===== src/rtl/sys_decode_defs.vh =====
// Address map, target indices, sizes and states of the system decoder
`ifndef SYS_DECODE_DEFS_VH
`define SYS_DECODE_DEFS_VH

`define FLASH_FIRST 32'h0000_0000
`define FLASH_LAST 32'h0001_FFFF
`define SRAM_FIRST 32'h2000_0000
`define SRAM_LAST 32'h2000_7FFF
`define SRAM_ALIAS_FIRST 32'h2200_0000
`define SRAM_ALIAS_LAST 32'h220F_FFFF
`define PERI_BAND_FIRST 32'h4000_0000
`define PERI_ALIAS_FIRST 32'h4200_0000
`define PERI_ALIAS_LAST 32'h43FF_FFFF
`define WDT_FIRST 32'h4000_0000
`define WDT_LAST 32'h4000_0FFF
`define GPIO_FIRST 32'h4000_4000
`define SLOT_SIZE 32'h0000_1000
`define SLOT_LAST_OFF 32'h0000_0FFF
`define CORE_FIRST 32'hE000_0000
`define CORE_LAST 32'hE00F_FFFF

// Alias word address to target byte address: divide offset by 32
`define BB_SHIFT 5
`define GPIO_PORTS 4

// One-hot target positions
`define TGT_COUNT 8
`define TGT_FLASH 0
`define TGT_SRAM 1
`define TGT_WDT 2
`define TGT_GPIOA 3
`define TGT_CORE 7

// Transfer size codes
`define SIZE_BYTE 2'h0
`define SIZE_HALF 2'h1
`define SIZE_WORD 2'h2

`define BE_NONE 4'h0
`define BE_BYTE 4'h1
`define BE_HALF 4'h3
`define BE_WORD 4'hF

// Sequencer states
`define ST_IDLE 2'h0
`define ST_ACC 2'h1
`define ST_WB 2'h2

`endif


===== src/rtl/addr_range_match.v =====
// Inclusive address range comparator
`timescale 1ns/1ns
`default_nettype none
module addr_range_match #(
	parameter [31:0] FIRST = 32'h0000_0000,
	parameter [31:0] LAST = 32'h0000_0000
) (
	input wire [31:0] addr,
	output wire hit
);
	assign hit = (addr >= FIRST) && (addr <= LAST);
endmodule // addr_range_match
`default_nettype wire


===== src/rtl/sys_decoder.v =====
// System address decoder: fixed map, bit-band alias, bus-fault on holes
`timescale 1ns/1ns
`default_nettype none
`include "sys_decode_defs.vh"
module sys_decoder (
	input wire clk,
	input wire rst_n,
	input wire req_valid,
	input wire req_write,
	input wire [1:0] req_size,
	input wire [31:0] req_addr,
	input wire [31:0] req_wdata,
	output reg req_ready,
	output reg resp_valid,
	output reg resp_fault,
	output reg [31:0] resp_rdata,
	output reg [7:0] tgt_sel,
	output reg tgt_write,
	output reg [3:0] tgt_be,
	output reg [31:0] tgt_addr,
	output reg [31:0] tgt_wdata,
	output reg tgt_lock,
	input wire [7:0] tgt_ready,
	input wire [255:0] tgt_rdata
);
	wire hit_sram_alias;
	wire hit_peri_alias;
	wire [7:0] hit;
	reg [31:0] eff;
	reg is_alias;
	reg misalign;
	reg [3:0] be;
	reg [31:0] base;
	reg [31:0] lane_rdata;
	reg [1:0] state;
	reg [7:0] cur_sel;
	reg cur_alias;
	reg cur_awrite;
	reg [4:0] cur_bit;
	reg cur_wbit;
	wire fault;
	wire [4:0] bit_pos;
	wire sel_ready;
	wire [31:0] wb_data;
	integer i;

	// Alias windows are matched on the raw address
	addr_range_match #(.FIRST(`SRAM_ALIAS_FIRST), .LAST(`SRAM_ALIAS_LAST))
	u_sram_alias (.addr(req_addr), .hit(hit_sram_alias));
	addr_range_match #(.FIRST(`PERI_ALIAS_FIRST), .LAST(`PERI_ALIAS_LAST))
	u_peri_alias (.addr(req_addr), .hit(hit_peri_alias));

	// Alias offset / 32 gives the target byte address
	always @* begin
		is_alias = hit_sram_alias | hit_peri_alias;
		if (hit_sram_alias) begin
			eff = `SRAM_FIRST +
				((req_addr - `SRAM_ALIAS_FIRST) >> `BB_SHIFT);
		end else if (hit_peri_alias) begin
			eff = `PERI_BAND_FIRST +
				((req_addr - `PERI_ALIAS_FIRST) >> `BB_SHIFT);
		end else begin
			eff = req_addr;
		end
	end

	// Targets are matched on the effective address
	addr_range_match #(.FIRST(`FLASH_FIRST), .LAST(`FLASH_LAST))
	u_flash (.addr(eff), .hit(hit[`TGT_FLASH]));
	addr_range_match #(.FIRST(`SRAM_FIRST), .LAST(`SRAM_LAST))
	u_sram (.addr(eff), .hit(hit[`TGT_SRAM]));
	addr_range_match #(.FIRST(`WDT_FIRST), .LAST(`WDT_LAST))
	u_wdt (.addr(eff), .hit(hit[`TGT_WDT]));
	genvar g;
	generate
		for (g = 0; g < `GPIO_PORTS; g = g + 1) begin : gpio_slot
			addr_range_match #(
				.FIRST(`GPIO_FIRST + g * `SLOT_SIZE),
				.LAST(`GPIO_FIRST + g * `SLOT_SIZE + `SLOT_LAST_OFF)
			) u_gpio (.addr(eff), .hit(hit[`TGT_GPIOA + g]));
		end
	endgenerate
	// The core bus is not a bit-band target, so raw address is used
	addr_range_match #(.FIRST(`CORE_FIRST), .LAST(`CORE_LAST))
	u_core (.addr(req_addr), .hit(hit[`TGT_CORE]));

	// Bit number inside the word, little-endian byte order
	assign bit_pos = {eff[1:0], req_addr[4:2]};

	always @* begin
		misalign = 1'b0;
		be = `BE_NONE;
		case (req_size)
		`SIZE_BYTE: begin
			be = `BE_BYTE << req_addr[1:0];
		end
		`SIZE_HALF: begin
			misalign = req_addr[0];
			be = `BE_HALF << {req_addr[1], 1'b0};
		end
		`SIZE_WORD: begin
			misalign = |req_addr[1:0];
			be = `BE_WORD;
		end
		default: begin
			misalign = 1'b1;
		end
		endcase
		if (is_alias) begin
			misalign = 1'b0;
			be = `BE_WORD;
		end
	end

	always @* begin
		case (hit)
		8'h01: base = `FLASH_FIRST;
		8'h02: base = `SRAM_FIRST;
		8'h04: base = `WDT_FIRST;
		8'h08: base = `GPIO_FIRST;
		8'h10: base = `GPIO_FIRST + `SLOT_SIZE;
		8'h20: base = `GPIO_FIRST + 2 * `SLOT_SIZE;
		8'h40: base = `GPIO_FIRST + 3 * `SLOT_SIZE;
		8'h80: base = `CORE_FIRST;
		default: base = `FLASH_FIRST;
		endcase
	end

	assign fault = ~|hit | misalign;

	// Read data and ready of the one selected target
	always @* begin
		lane_rdata = 32'h0000_0000;
		for (i = 0; i < `TGT_COUNT; i = i + 1) begin
			if (cur_sel[i]) begin
				lane_rdata = lane_rdata | tgt_rdata[i * 32 +: 32];
			end
		end
	end
	assign sel_ready = |(tgt_ready & tgt_sel);

	assign wb_data = (lane_rdata & ~(32'h0000_0001 << cur_bit)) |
		({31'h0000_0000, cur_wbit} << cur_bit);

	always @(posedge clk or negedge rst_n) begin
		if (!rst_n) begin
			state <= `ST_IDLE;
			req_ready <= 1'b1;
			resp_valid <= 1'b0;
			resp_fault <= 1'b0;
			resp_rdata <= 32'h0000_0000;
			tgt_sel <= 8'h00;
			tgt_write <= 1'b0;
			tgt_be <= `BE_NONE;
			tgt_addr <= 32'h0000_0000;
			tgt_wdata <= 32'h0000_0000;
			tgt_lock <= 1'b0;
			cur_sel <= 8'h00;
			cur_alias <= 1'b0;
			cur_awrite <= 1'b0;
			cur_bit <= 5'h00;
			cur_wbit <= 1'b0;
		end else begin
			resp_valid <= 1'b0;
			case (state)
			`ST_IDLE: begin
				if (req_valid && req_ready) begin
					if (fault) begin
						resp_valid <= 1'b1;
						resp_fault <= 1'b1;
						resp_rdata <= 32'h0000_0000;
					end else begin
						req_ready <= 1'b0;
						tgt_sel <= hit;
						cur_sel <= hit;
						tgt_addr <= eff - base;
						tgt_be <= be;
						tgt_write <= req_write & ~is_alias;
						tgt_wdata <= req_wdata;
						tgt_lock <= is_alias & req_write;
						cur_alias <= is_alias;
						cur_awrite <= is_alias & req_write;
						cur_bit <= bit_pos;
						cur_wbit <= req_wdata[0];
						state <= `ST_ACC;
					end
				end
			end
			`ST_ACC: begin
				if (sel_ready) begin
					tgt_sel <= 8'h00;
					if (cur_awrite && !tgt_write) begin
						tgt_wdata <= wb_data;
						tgt_write <= 1'b1;
						state <= `ST_WB;
					end else begin
						resp_valid <= 1'b1;
						resp_fault <= 1'b0;
						if (cur_alias) begin
							resp_rdata <= cur_awrite ? 32'h0000_0000 :
								{31'h0000_0000, lane_rdata[cur_bit]};
						end else begin
							resp_rdata <= lane_rdata;
						end
						tgt_lock <= 1'b0;
						tgt_write <= 1'b0;
						req_ready <= 1'b1;
						state <= `ST_IDLE;
					end
				end
			end
			`ST_WB: begin
				tgt_sel <= cur_sel;
				state <= `ST_ACC;
			end
			default: begin
				state <= `ST_IDLE;
				req_ready <= 1'b1;
				tgt_sel <= 8'h00;
				tgt_lock <= 1'b0;
			end
			endcase
		end
	end
endmodule // sys_decoder
`default_nettype wire


===== config.mk =====
export PLATFORM = sky130hd
export DESIGN_NAME = sys_decoder
export DESIGN_NICKNAME = d
export VERILOG_FILES = /design/src/rtl/addr_range_match.v /design/src/rtl/sys_decoder.v
export VERILOG_INCLUDE_DIRS = /design/src /design/src/rtl
export SDC_FILE = /design/constraint.sdc
export NUM_CORES = 1
export LEC_CHECK = 0
export BUFFER_PORTS_ARGS = -buffer_cell sky130_fd_sc_hd__buf_2
export CORE_AREA = 2 2 174 176
export CTS_CLUSTER_SIZE = 14
export DETAILED_ROUTE_END_ITERATION = 10
export DIE_AREA = 0 0 176 178
export GPL_TIMING_DRIVEN = 0
export HOLD_SLACK_MARGIN = 0.05
export PLACE_DENSITY = 0.62
export SYNTH_ARGS = -nofsm -noshare
export SYNTH_HDL_FRONTEND = slang
export SYNTH_SLANG_ARGS = --single-unit

===== constraint.sdc =====
create_clock -name clk -period 7.4 [get_ports clk]
set_input_delay 0.74 -clock clk [delete_from_list [all_inputs] [get_ports clk]]
set_output_delay 0.74 -clock clk [all_outputs]
set_load 0.02 [all_outputs]

-- Yosys cells after proc, flatten, opt, wreduce, memory -nomap -nowiden
Index checks and enable logic that the tools add are counted.
- output and inout port bits: 113
- input bits: 334
- flip-flop bits (word level): 131
- word-level logic and storage cells: 168
- muxes and demuxes: 61
- reduce and logical (&&, ||, !) cells: 26
- bitwise operators: 18
- magnitude comparators: 21
- $add $sub $neg: 5
- eq/ne operators: 17
- shifts and indexed selects: 4
- operator list (operator ; number):
    $mux W32 ; 19
    $or A32 B32 Y32 ; 8
    $pmux W32 S7 ; 1
    $ge A32 B31 Y1 const B ; 6
    $le A32 B31 Y1 const B ; 6
    $pmux W32 S2 ; 2
    $ge A32 B30 Y1 const B ; 2
    $le A32 B30 Y1 const B ; 2
    $add A31 B27 Y32 const A ; 1
    $and A32 B32 Y32 ; 1
    $ge A32 B1 Y1 const B ; 1
    $ge A32 B32 Y1 const B ; 1
    $le A32 B17 Y1 const B ; 1
    $le A32 B32 Y1 const B ; 1
    $not A32 Y32 ; 1
    $shl A1 B5 Y32 ; 1
    $shl A1 B5 Y32 const A ; 1
    $sub A32 B30 Y32 const B ; 1
    $sub A32 B31 Y32 const B ; 1
    $sub A32 B32 Y32 ; 1
    $add A30 B27 Y31 const A ; 1
    $mux W8 ; 3
    $pmux W8 S3 ; 1
    $mux W1 ; 21
    other kinds (33) ; 68

-- Longest topological paths before layout
- depth in word-level cells: 22
- mapped depth: 22
- gate-level depth less buffers: 21

-- Hierarchy
A second synthesis with hierarchy kept.
- cell total of the unflattened synthesis: 1191
- area total of the unflattened synthesis: 9225.1 um^2
- modules (own cells, without submodules) (module ; instances ; area an instance (um^2) ; cells each):
    sys_decoder ; 1 ; 8715.9 ; 1129
    addr_range_match (gpio_slot[0].u_gpio ...) ; 2 ; 67.6 ; 8
    addr_range_match (gpio_slot[1].u_gpio ...) ; 2 ; 63.8 ; 8
    addr_range_match (u_wdt) ; 1 ; 65.1 ; 8
    addr_range_match (u_sram) ; 1 ; 62.6 ; 6
    addr_range_match (u_core) ; 1 ; 37.5 ; 4
    addr_range_match (u_flash) ; 1 ; 32.5 ; 5
    addr_range_match (u_sram_alias) ; 1 ; 30.0 ; 4
    addr_range_match (u_peri_alias) ; 1 ; 18.8 ; 3

-- Worst setup path after synthesis
OpenSTA, ideal clock, no wires.
- path type: in2reg
- from: input req_addr[26]
- to: register tgt_addr[21]
- data required time: 7.281 ns
- data arrival time: 4.679 ns
- path buffers: 1
- setup slack: 2.603 ns
- stages: 22
- library setup time: 0.119 ns
- path through: inv_1 ha_1 nor4b_1 nand4_1 o32ai_2 o2bb2ai_1 buf_2 mux2i_1 nand4_1 or2_2 inv_1 a21boi_0 ha_1 nor2b_1 o21ai_0 nand2b_1 nor3_1 mux2i_1 nor4b_1 xnor2_1 nand2_1 o21a_1
- word-level cells in the longest chain between the ends: 11
- elaborated cells between the ends (all ways): 52
- ends and longest elaborated chain (what ; line ; source):
    start: declaration ; sys_decoder.v:11 ; input wire [31:0] req_addr,
    branches (longest 11 deep; another with $sub A32 B31 Y32) ; -- ;
    end signal: assignment ; sys_decoder.v:176 ; tgt_addr <= eff - base;
    end: declaration ; sys_decoder.v:20 ; output reg [31:0] tgt_addr,
Parallel ways; which one is timed is not known.
A chain may end at the register's enable or synchronous reset.

-- Final worst setup path
- from: input req_addr[14]
- to: register tgt_addr[23]
Same word-level chain as after synthesis.

==> metrics <==
status=completed; top cells by area, synth=dfrtp_1 (34%), a22oi_1 (11%), mux2_4 (8.9%); Yosys warning total=0; register area share after synthesis=34.28%; P per Cell Area=137.1 nW/um2; post-synth cell types=76; Post-CTS Setup Inserts=0; area of the multi-input gates=5644 um2; most frequent cells in the layout=buf_2 (456), a22oi_1 (135), dfrtp_1 (128), nand2_1 (126), nor2_1 (88); share of layout cells above drive strength 1=38.70%; WL final=46,090 um; total CTS buffers=17; fmax=169.8 MHz; worst slew pin tran=0.8805 ns; Post-synth top flop=dfrtp_1; syn_nets=1,393; via count=10.75k; Fin Setup TNS=0 ns; nets@finish=1,856; area fraction of the dominant cell type after synthesis=34.00%; Filler cells=2,968; H-tree depth=4; Post-DP Area=12,160 um2; drt drc=0; cell taking the most area after synthesis=dfrtp_1; die width=176 um; CTS tree=yes; Max-slew headroom=41.30%; Setup violations, final=0; Post-synth ARST share=100.0%; Worst Path Required=7.72 ns; Design Area, Final=12,750 um2; fin crit period=5.888 ns; Crit Path Max Fanout=10; Max Cap Viol=0; cell chosen for the clock root=clkbuf_16; Final HPWL DP=37,380 um; largest net degree at the start of global routing=95; CTS Buffer Depth=2; Startpoint Class=primary input; die area=31,330 um2; Hold Violations, Final=0; HP Class=primary input to asynchronous set/reset pin; DRT antenna net count=0; IO buf count=443; synthesis-stage register bit count=129; initial antenna violation count=4; Clock transition at path regs=0.07 ns; Starting Density=32.04%; Final Max Slew Viols=0; period utilisation layout=79.57%; vias in the first global route=10.76k; Max VDD drop=0.1185 mV; post-synthesis cell count=1,051; clk sinks=129; die span in y=178 um; RSZ-0062 raised after global routing=false; vias per std cell=5.604; drt first pass iters=6; Leak Pwr=6.103 nW; Overflow after GRT=0; Core Area=29,400 um2; cts repair resizes=0; Syn Std Cell Area=9422 um2; worst-skew pair later-pin latency=0.43 ns; crit end category=register; Critical Path AT=6.21 ns; Synth Area per Inst=8.964 um2; CTS hold repair buffers=0; number of synthesized flops with an enable pin=0; routed len/inst=24.03 um; Cell Rows=63; DRT iter0 DRCs=1,043; CP Class=primary input to register; wire length of the first global-routing pass=66,650 um; Storage cell area=3229 um2; commonest non-fill, non-tap cell in the layout=buf_2; I/O pins=447; utilization after layout=43.36%; Worst Skew=0.01469 ns; routability congestion estimate=0.9079; Total GRT Usage=28.66%; Layout area overhead=35.30%
==> where the power goes <==
part / leakage, nW / switching [mW] / total, mW / internal (mW)
combinational: 4.05 / 0.0978 / 0.182 / 0.0846
sequential: 1.77 / 0 / 0.705 / 0.705
clock: 0.282 / 0.359 / 0.860 / 0.501
total: 6.10 / 0.457 / 1.75 / 1.29
==> final timing paths <==
path / depth (start not counted) / endpoint / slack [ns] / startpoint
worst min register to register: 2 / tgt_be[2] / 0.48 / tgt_be[2]
max in group asynchronous: 2 / req_ready / 6.38 / rst_n
worst max register to register: 10 / resp_rdata[0] / 3.73 / cur_sel[7]
min in group clk: 2 / tgt_be[2] / 0.48 / tgt_be[2]
worst min-delay path: 1 / tgt_wdata[23] / 0.20 / rst_n
worst max-delay path: 21 / tgt_addr[23] / 1.51 / req_addr[14]
==> worst max-delay path, cell delays in order <==
cell,delay [ns]
buf_2,0.15
nor4_2,0.49
nand4_1,0.27
o32ai_2,0.50
o2bb2ai_1,0.31
buf_2,0.35
mux2i_1,0.28
nand4_1,0.24
or2_2,0.41
inv_1,0.13
a21boi_0,0.15
ha_1,0.30
nor2b_1,0.13
o21ai_0,0.16
nand2b_1,0.26
nor3_1,0.25
mux2i_1,0.22
nor4b_1,0.44
xnor2_1,0.16
nand2_1,0.12
o21a_1,0.13
==> cell families (layout without fill, tap and decap cells) <==
family | Yosys count | count (layout) | share of synthesized area [%]
adders and majority gates | 8 | 8 | 1.142
DFF | 129 | 129 | 34.28
buffers and inverters | 111 | 587 | 5.817
other | 0 | 1 | 0
and+or+nand+nor | 361 | 361 | 18.95
muxes | 94 | 94 | 13.08
AOI/OAI and AO/OA | 335 | 335 | 25.52
xor gates and xnor gates | 13 | 13 | 1.209
==> cells in the mapped netlist, types with 10 or more instances <==
master    count
a22oi_1     135
dfrtp_1     128
nand2_1     126
nor2_1       88
clkbuf_1     62
mux2_4       56
o21ai_0      52
mux2i_1      29
nor2b_1      23
a31oi_1      22
nand4_1      21
nor3_1       20
a21oi_1      17
and4_1       17
inv_1        15
buf_2        14
nand3_1      14
a21o_1       13
o21a_1       13
o21ai_1      11
o31ai_1      11
nand2b_1     10
o211ai_1     10
==> final cells by class <==
| cell class | count | area share (%) |
|---|---|---|
| multi-input cells | 811 | 44.28 |
| flip-flops and latches | 129 | 25.33 |
| repair buffers | 444 | 17.66 |
| plain buffers | 96 | 3.857 |
| well taps | 390 | 3.828 |
| clock buffers | 18 | 3.367 |
| clock inverters | 14 | 1.217 |
| inverters | 15 | 0.4417 |
| diodes | 1 | 0.01963 |
==> routing by layer <==
metal,share of wire (%),wire length [um],GRT usage [%]
met5,0.061,28,0
met4,3.1,1449,10.19
met3,8.8,4072,7.843
met1,41,18770,35.48
met2,47,21770,48.05
==> sequential cells by signal, summed over array words and instances (netlist names), 2 cells and up <==
name	count
tgt_be	4
cur_bit	3
resp_rdata	32
tgt_sel	8
cur_sel	8
tgt_addr	32
tgt_wdata	32
state	2
==> per-stage QoR <==
step	std cells	hold slack [ns]	setup WS, ns	power [mW]
3_5_place_dp	1885	0.4693	1.249	0.8972
5_1_grt	1918	0.2176	1.293	1.800
4_1_cts	1917	0.2094	1.696	1.757
6_report	1918	0.2042	1.512	1.748
3_3_place_gp	1884	0.4651	1.261	0.8938
2_1_floorplan	1051	0.4444	2.603	0.7618
(Power assumes the default switching activity.)
